===== config.mk =====
export PLATFORM = sky130hd
export DESIGN_NAME = sideband_pins
export DESIGN_NICKNAME = d
export VERILOG_FILES = /design/src/design/edge_sync.v /design/src/design/sideband_pins.v
export VERILOG_INCLUDE_DIRS = /design/src /design/src/design
export SDC_FILE = /design/constraint.sdc
export NUM_CORES = 1
export LEC_CHECK = 0
export BUFFER_PORTS_ARGS = -buffer_cell sky130_fd_sc_hd__buf_2
export CELL_PAD_IN_SITES_DETAIL_PLACEMENT = 0
export CELL_PAD_IN_SITES_GLOBAL_PLACEMENT = 1
export CORE_MARGIN = 8
export CORE_UTILIZATION = 34
export DETAILED_ROUTE_END_ITERATION = 10
export PLACE_DENSITY = 0.82
export SLEW_MARGIN = 20
export SYNTH_ARGS = -nofsm -noshare
export SYNTH_HDL_FRONTEND = slang
export SYNTH_SLANG_ARGS = --single-unit

===== constraint.sdc =====
create_clock -name i_clk_sys -period 2 [get_ports i_clk_sys]
set_input_delay 0.1 -clock i_clk_sys [delete_from_list [all_inputs] [get_ports i_clk_sys]]
set_output_delay 0.1 -clock i_clk_sys [all_outputs]
set_load 0.005 [all_outputs]

===== src/design/sideband_map.vh =====
// Constants for the reset-request and multicast-event sideband pin logic.
// Assumes inclusion by the design files under design/.
`ifndef SIDEBAND_MAP_VH
`define SIDEBAND_MAP_VH

// Register-bus clock period and the edge-to-edge stability figure on the event pin
`define SB_CLK_PERIOD_NS   10
`define SB_STABLE_CYCLES   10
// Reset values
`define SB_RST_IND_OFF     1'b0
`define SB_EVT_LEVEL_RST   1'b0
// Soft-reset indication states
`define SB_ST_IDLE         1'b0
`define SB_ST_HOLD         1'b1

`endif


===== src/design/edge_sync.v =====
// Two-stage synchroniser with a single-pulse edge detector on the synchronised level.
// Assumes the input is asynchronous to i_clk_sys and stable per the pin timing.
`timescale 1ns/1ps
`include "sideband_map.vh"

module edge_sync (
  input  wire i_clk_sys,
  input  wire i_reset_n,
  input  wire i_async,
  output wire o_level,
  output wire o_edge
);

  reg meta_r;
  reg sync_r;
  reg prev_r;

  // The first stage feeds only the second stage
  always @(posedge i_clk_sys or negedge i_reset_n) begin
    if (!i_reset_n) begin
      meta_r <= 1'b0;
      sync_r <= 1'b0;
      prev_r <= 1'b0;
    end else begin
      meta_r <= i_async;
      sync_r <= meta_r;
      prev_r <= sync_r;
    end
  end

  assign o_level = sync_r;
  assign o_edge  = sync_r ^ prev_r;

endmodule // edge_sync


===== src/design/sideband_pins.v =====
// Soft-reset indication and multicast-event pin logic of a serial packet switch.
// Assumes the port logic supplies same-clock pulses for reset requests and received
// event symbols, and a done pulse from the self-reset sequencer.
`timescale 1ns/1ps
`include "sideband_map.vh"

// Requirements behind this block
// Valid link reset request asserts soft-reset indication
// Without self-reset, hold until software clears
// With self-reset, hold until sequence completes
// Hard reset deasserts indication, stays deasserted
// No port-write; indication is the only notice
// Hard reset asynchronous, active low, whole block
// Event pin edge sends symbol on enabled ports
// Received symbol on enabled port toggles pin
// Far side holds event input ten cycles
// Serial reference clock feeds serializer and logic
// Register-bus clock times pin stability windows
// Synchronise event input, one trigger per edge
module sideband_pins #(
  parameter NUM_PORTS = 8
) (
  input  wire                 i_clk_sys,
  input  wire                 i_reset_n,
  input  wire [NUM_PORTS-1:0] i_port_reset_req,
  input  wire                 i_self_reset_sel,
  input  wire                 i_sw_clear_req,
  input  wire                 i_self_reset_done,
  output reg                  o_soft_reset_indication_n_o,
  output reg                  o_soft_reset_indication_n_oe,
  output reg                  o_self_reset_start,
  output reg                  o_reset_req_recorded,
  input  wire                 i_multicast_event_pin_i,
  input  wire                 i_multicast_event_pin_dir_out,
  output reg                  o_multicast_event_pin_o,
  output reg                  o_multicast_event_pin_oe,
  input  wire [NUM_PORTS-1:0] i_port_mc_enable,
  input  wire [NUM_PORTS-1:0] i_port_mc_received,
  output reg  [NUM_PORTS-1:0] o_port_mc_send,
  output reg                  o_pin_timing_violation
);

  // ==========================================================================
  // Soft-reset indication
  // ==========================================================================
  // i_clk_sys is the logic clock derived from the serial reference by the
  // clock generator outside this block; R11: pin windows are counted on it.
  reg  state_r;
  reg  state_nxt;
  wire any_req = |i_port_reset_req;

  always @* begin
    state_nxt = state_r;
    case (state_r)
      `SB_ST_IDLE: begin
        if (any_req)
          state_nxt = `SB_ST_HOLD;
      end
      `SB_ST_HOLD: begin
        // A fresh request in the clearing cycle keeps the indication up
        if (any_req)
          state_nxt = `SB_ST_HOLD;
        else if (!i_self_reset_sel && i_sw_clear_req)
          state_nxt = `SB_ST_IDLE;
        else if (i_self_reset_sel && i_self_reset_done)
          state_nxt = `SB_ST_IDLE;
      end
      default: state_nxt = `SB_ST_IDLE;
    endcase
  end

  // no port-write path exists; the open-drain pin is the only notice
  always @(posedge i_clk_sys or negedge i_reset_n) begin
    if (!i_reset_n) begin
      state_r                      <= `SB_ST_IDLE;
      o_soft_reset_indication_n_o  <= 1'b0;
      o_soft_reset_indication_n_oe <= `SB_RST_IND_OFF;
      o_self_reset_start           <= 1'b0;
      o_reset_req_recorded         <= 1'b0;
    end else begin
      state_r                      <= state_nxt;
      o_soft_reset_indication_n_o  <= 1'b0;
      o_soft_reset_indication_n_oe <= (state_nxt == `SB_ST_HOLD);
      o_reset_req_recorded         <= (state_nxt == `SB_ST_HOLD);
      o_self_reset_start           <= (state_r == `SB_ST_IDLE) && any_req && i_self_reset_sel;
    end
  end

  // ==========================================================================
  // Multicast-event pin
  // ==========================================================================
  wire evt_level;
  wire evt_edge;

  edge_sync u_edge_sync (
    .i_clk_sys (i_clk_sys),
    .i_reset_n (i_reset_n),
    .i_async   (i_multicast_event_pin_i),
    .o_level   (evt_level),
    .o_edge    (evt_edge)
  );

  reg       dir_meta_r;
  reg       dir_r;
  reg [3:0] stable_cnt_r;
  wire      rx_any = |(i_port_mc_received & i_port_mc_enable);

  // Stability counter only flags a violation of the far side's hold time;
  // the edge is still honoured so no event is dropped.
  always @(posedge i_clk_sys or negedge i_reset_n) begin
    if (!i_reset_n) begin
      dir_meta_r               <= 1'b0;
      dir_r                    <= 1'b0;
      stable_cnt_r             <= 4'h0;
      o_multicast_event_pin_o  <= `SB_EVT_LEVEL_RST;
      o_multicast_event_pin_oe <= 1'b0;
      o_port_mc_send           <= {NUM_PORTS{1'b0}};
      o_pin_timing_violation   <= 1'b0;
    end else begin
      dir_meta_r               <= i_multicast_event_pin_dir_out;
      dir_r                    <= dir_meta_r;
      o_multicast_event_pin_oe <= dir_r;
      o_port_mc_send           <= (evt_edge && !dir_r) ? i_port_mc_enable : {NUM_PORTS{1'b0}};
      if (dir_r && rx_any)
        o_multicast_event_pin_o <= ~o_multicast_event_pin_o;
      if (evt_edge)
        stable_cnt_r <= 4'h0;
      else if (stable_cnt_r != 4'hF)
        stable_cnt_r <= stable_cnt_r + 4'h1;
      o_pin_timing_violation <= !dir_r && evt_edge && (stable_cnt_r < (`SB_STABLE_CYCLES - 1));
    end
  end

endmodule // sideband_pins


Word-level counts from Yosys, hierarchy flattened:

Cells that the tools add are included.

* register bits after elaboration: 22
* bits of input ports: 31
* word-level logic and storage cells: 39

* $add $sub $neg: 1
* $lt $le $gt $ge: 1
* eq/ne operators: 1
* multiplexer cells: 8
* bitwise gates (word level): 4
* reductions and logical operators: 12

Operators with widths (number)
* OR reduction 8 bit: 2
* bitwise AND 8 bit: 1
* 2-to-1 mux 4 bit: 2
* 2-to-1 mux 8 bit: 1
* logical AND 1 bit: 7
* adder 4 x 1 -> 4 bit, second input constant: 1
* < comparator 4 bit, second input constant: 1
* 2-to-1 mux 1 bit: 4
* != test 4 bit, second input constant: 1
* logical NOT 1 bit: 2
* NOT 1 bit: 2
* case mux 1 bit (2 select lines): 1
* nonzero test 2 bit: 1
* XOR 1 bit: 1

Longest topological paths before layout:

* depth after elaboration: 5
* gate-level depth with buffers: 5

Modules after synthesis:

From an unflattened synthesis, not the netlist that was laid out.

* cell total of the unflattened synthesis: 67
* area total of the unflattened synthesis: 855.8 um2

Modules (own cells, without submodules)
* sideband_pins: instances 1, cells each 63, area an instance 772.0 um2, sequential area each 475.5 um2
* edge_sync: instances 1, cells each 4, area an instance 83.8 um2, sequential area each 75.1 um2

Worst setup path before layout:

OpenSTA, ideal clock, no wires.

* path kind: register -> register
* from: reg stable_cnt_r[0]
* to: reg stable_cnt_r[1]
* setup time: 0.118 ns
* data arrival time: 0.986 ns
* slack: 0.895 ns
* cell stages (with the launch flop): 5
* path buffers: 0
* cells stage by stage: dfrtp_1 > ha_1 > nand3_1 > mux2i_1 > nor2_1

* longest elaborated chain between the ends: 3

Ends and longest elaborated chain
* from (decl): RTL line sideband_pins.v:105 `reg [3:0] stable_cnt_r;`
* from (signal assigned): RTL line sideband_pins.v:129 `stable_cnt_r <= stable_cnt_r + 4'h1;`
* adder 4 x 1 -> 4 bit: RTL line sideband_pins.v:129
* 2-to-1 mux 4 bit: RTL line sideband_pins.v:128 `else if (stable_cnt_r != 4'hF)`
* 2-to-1 mux 4 bit: RTL line sideband_pins.v:126 `if (evt_edge)`

Parallel ways exist; a longest one is shown, timed or not. The select of a mux whose other input is x is not followed.
A chain may end at the register's enable or synchronous reset.

Final worst setup path:

* from: reg u_edge_sync.prev_r
* to: reg o_pin_timing_violation

* longest elaborated chain between the ends: 3

Ends and longest elaborated chain
* from (decl): RTL line edge_sync.v:16 `reg prev_r;`
* from (signal assigned): RTL line edge_sync.v:27 `prev_r <= sync_r;`
* XOR 1 bit: RTL line edge_sync.v:32 `assign o_edge = sync_r ^ prev_r;`
* logical AND 1 bit (2 in a row): RTL line sideband_pins.v:130 `` o_pin_timing_violation <= !dir_r && evt_edge && (stable_cnt_r < (`SB_STABLE_CYCLES - 1)); ``
* to (signal assigned): RTL line sideband_pins.v:130
* to (decl): RTL line sideband_pins.v:40 `output reg o_pin_timing_violation`

No other way between the ends.

==> summary.md <==
| Metric | Value |
|---|---|
| End-of-flow core utilization | `48.4%` |
| Cts bufs inserted | `3` |
| Total detailed-routing wirelength | `1960 µm` |
| Post-CTS clock slew at the launch and capture registers of the worst setup and hold paths | `0.13 ns` |
| Endpoint, Worst Hold | `o_port_mc_send[0]` |
| Share of synthesized area occupied by flip-flops and latches | `64.9%` |
| EDFF count, synth | `0` |
| Most common flop cell mapped by yosys | `dfrtp_1` |
| Data arrival time of the critical path | `1.60 ns` |
| Number of routed nets with antenna violations | `0` |
| Start of the worst register-to-register path | `u_edge_sync.prev_r` |
| Root buf cell | `clkbuf_4` |
| Wire length of the first global-routing pass | `3170 µm` |
| Overall power after layout | `970 µW` |
| Number of global-route vias before repair | `714` |
| Largest net degree at the start of global routing | `23` |
| Overall die height | `66.0 µm` |
| Initial antenna violation count | `0` |
| Top-count cell post-synth | `dfrtp_1` |
| Total non-filler cell area in the finished layout | `1170 µm²` |
| Post-DR vias/cell | `4.71` |
| Fin nets | `150` |
| Slack of the critical path | `0.637 ns` |
| Post-route non-filler standard cell count | `146` |
| Number of setup buffers added after CTS | `0` |
| Htree depth | `1` |
| Total area of multi-input combinational cells | `260 µm²` |
| Final setup TNS | `0 ns` |
| Cell Rows | `18` |
| Top area cells in the synthesized netlist | `dfrtp_1, and3_1, a22oi_1, ha_1, buf_4` |
| Flop-to-flop setup slack | `0.64 ns` |
| Drt pass-1 iters | `4` |
| Starting utilization of the core area | `35.2%` |
| Rel. slew slack | `47.9%` |
| Die width | `66.0 µm` |
| Leakage component of the power | `0.650 nW` |
| Inserted Diodes | `0` |
| Placed Instances | `139` |
| Cell count after synthesis | `68` |
| Area of the core | `2410 µm²` |
| Number of violations of the max-capacitance limit | `0` |
| Kind of end point of the critical path | `register` |
| Maximum VDD drop | `517 µV` |
| Maximum fanout along the worst path | `13` |
| Synthesized Nets | `101` |
| Worst-case reg-to-reg path depth | `2` |
| Wirelength per Cell | `13.4 µm` |
| Synth area leader | `dfrtp_1` |
| Type of the worst setup path | `register to register` |
| Total standard cell area after synthesis | `848 µm²` |
| # clock sinks | `22` |
| TritonCTS clock tree | `yes` |
| Layout cell share with drive strength beyond 1 | `41.4%` |
| Clock insertion delay at the later pin of the skew report | `0.31 ns` |
| Total vias in the final route | `688` |
| Top cells by instance count after synthesis | `dfrtp_1, and3_1, a22oi_1, inv_1, nor2_1` |
| Final Max Slew Viols | `0` |
| Type of origin of the critical path | `register` |
| Sequential Area | `551 µm²` |
| Instance count along the most critical hold path | `2` |
| Number of primary I/O pins | `46` |
| Number of DRC markers in iteration 0 | `13` |
| Port Buffer Count | `44` |
| RSZ-0062 raised after global routing | `false` |
| Run status | `completed` |
| Synth-to-Final Area Change | `37.5%` |
| Avg Cell Area, Syn | `12.5 µm²` |
| FF+latch count, synth | `22` |
| Power density cells | `831 nW/µm²` |
| Buffers from clock root to sink, at most | `2` |
| Critical register-to-register path endpoint | `o_pin_timing_violation` |
| Overall routing resource usage | `9.06%` |
| Launching instance or port of the critical path | `u_edge_sync.prev_r` |
| Fill count | `240` |
| Count of cell types in the netlist | `21` |
| Cell area reported after detailed placement | `1080 µm²` |
| Transition at the pin with the smallest max-transition slack | `0.778 ns` |
| Final count of negative-setup-slack endpoints | `0` |
| DPL Wire Length | `1600 µm` |
| Asr flop ratio synth | `100%` |
| Clock period minus worst slack | `1.36 ns` |
| Number of warnings issued by yosys | `0` |
| Type of the worst min-delay path | `input pin to register` |
| Overflow left after global routing | `0` |
| HP Start | `i_port_mc_enable[0]` |
| Required arrival time at the worst endpoint | `2.24 ns` |
| Fmax | `734 MHz` |
| Final hold violation count | `0` |
| Layout Skew | `0.0124 ns` |
| Area share of the largest cell type after synthesis | `64.9%` |
| Worst slack at placement | `0.687 ns` |
| Weighted congestion at the end of routability-driven global placement | `0.655` |
| Floorplan die area | `4350 µm²` |
| Final-layout worst hold slack | `0.0431 ns` |
| Share of the cycle needed by the critical path after routing | `68.1%` |
| DRC violation count after routing | `0` |
[worst max path at each step]
stage	cells after the start	to
3_5_place_dp	2	o_pin_timing_violation
2_1_floorplan	4	stable_cnt_r[1]
6_report	2	o_pin_timing_violation
4_1_cts	2	o_pin_timing_violation
3_3_place_gp	2	o_pin_timing_violation
5_1_grt	2	o_pin_timing_violation
[cells by family (layout without fill, tap and decap cells)]
family | after synthesis | in the layout | share of synthesized area, %
simple gates | 23 | 23 | 15.0
flops | 22 | 22 | 64.9
compound gates | 8 | 8 | 6.79
buf+inv | 7 | 55 | 4.42
xor+xnor | 3 | 3 | 3.10
fa+ha+maj | 2 | 2 | 2.95
mux | 2 | 2 | 2.36
other cells | 1 | 1 | 0.442
[worst max-delay path: stages (launching register included)]
cell and delay [ns]:
dfrtp_1 0.40, xor2_1 0.63, and3_1 0.27
[layout make-up]
| class | instances | share of cell area (%) |
|---|---|---|
| clock inverter | 1 | 2.58 |
| inverter | 4 | 1.29 |
| clock buffer | 3 | 1.93 |
| multi-input combinational | 39 | 22.3 |
| sequential | 22 | 47.2 |
| timing repair buffer | 47 | 21.5 |
| tap | 30 | 3.22 |
[placed cells by master (no fill, tap or decap), drive strengths merged]
master,Yosys,final
ha,2,2
and3,9,9
mux2i,2,2
and3b,1,1
nand3,2,2
a41oi,1,1
xnor2,1,1
nand2,2,2
bufinv,0,1
buf,3,44
o21ai,1,1
a22oi,4,4
dfrtp,22,22
dlygate4sd3,0,3
nor3b,1,1
nor3,2,2
conb,1,1
a31oi,1,1
xor2,2,2
a21o,1,1
clkbuf,0,3
nor2,4,4
inv,4,4
nor4,2,2
[power by group]
group	switching (mW)	total [mW]	internal (mW)
Clock	0.134	0.337	0.202
Sequential	0.0235	0.504	0.480
Combinational	0.0616	0.129	0.0676
Total	0.219	0.970	0.750
[flip-flops by register name (all words and copies together) (netlist names)]
signal and cells:
o_pin_timing_violation 1, dir_meta_r 1, u_edge_sync.prev_r 1, stable_cnt_r 4, o_self_reset_start 1, o_multicast_event_pin_o 1, u_edge_sync.o_level 1, u_edge_sync.meta_r 1
state_r 1, o_multicast_event_pin_oe 1, dir_r 1, o_port_mc_send 8
[metal layers]
layer  vias up  part of all wire [%]  GRT usage (%)
li1        328                     -              -
met1       331                    41           9.68
met2        29                    50           16.0
met3         0                   9.5           3.90
met4         0                     0           2.40
met5         -                     0              0
[what timing repair did]
| item | in CTS | in global routing |
|---|---|---|
| hold endpoints to repair | 24 | 0 |
| resized for setup | 0 | 0 |
| hold buffers | 3 | 0 |
| setup endpoints to repair | 0 | 0 |
Power figures use the tool's default switching activity.
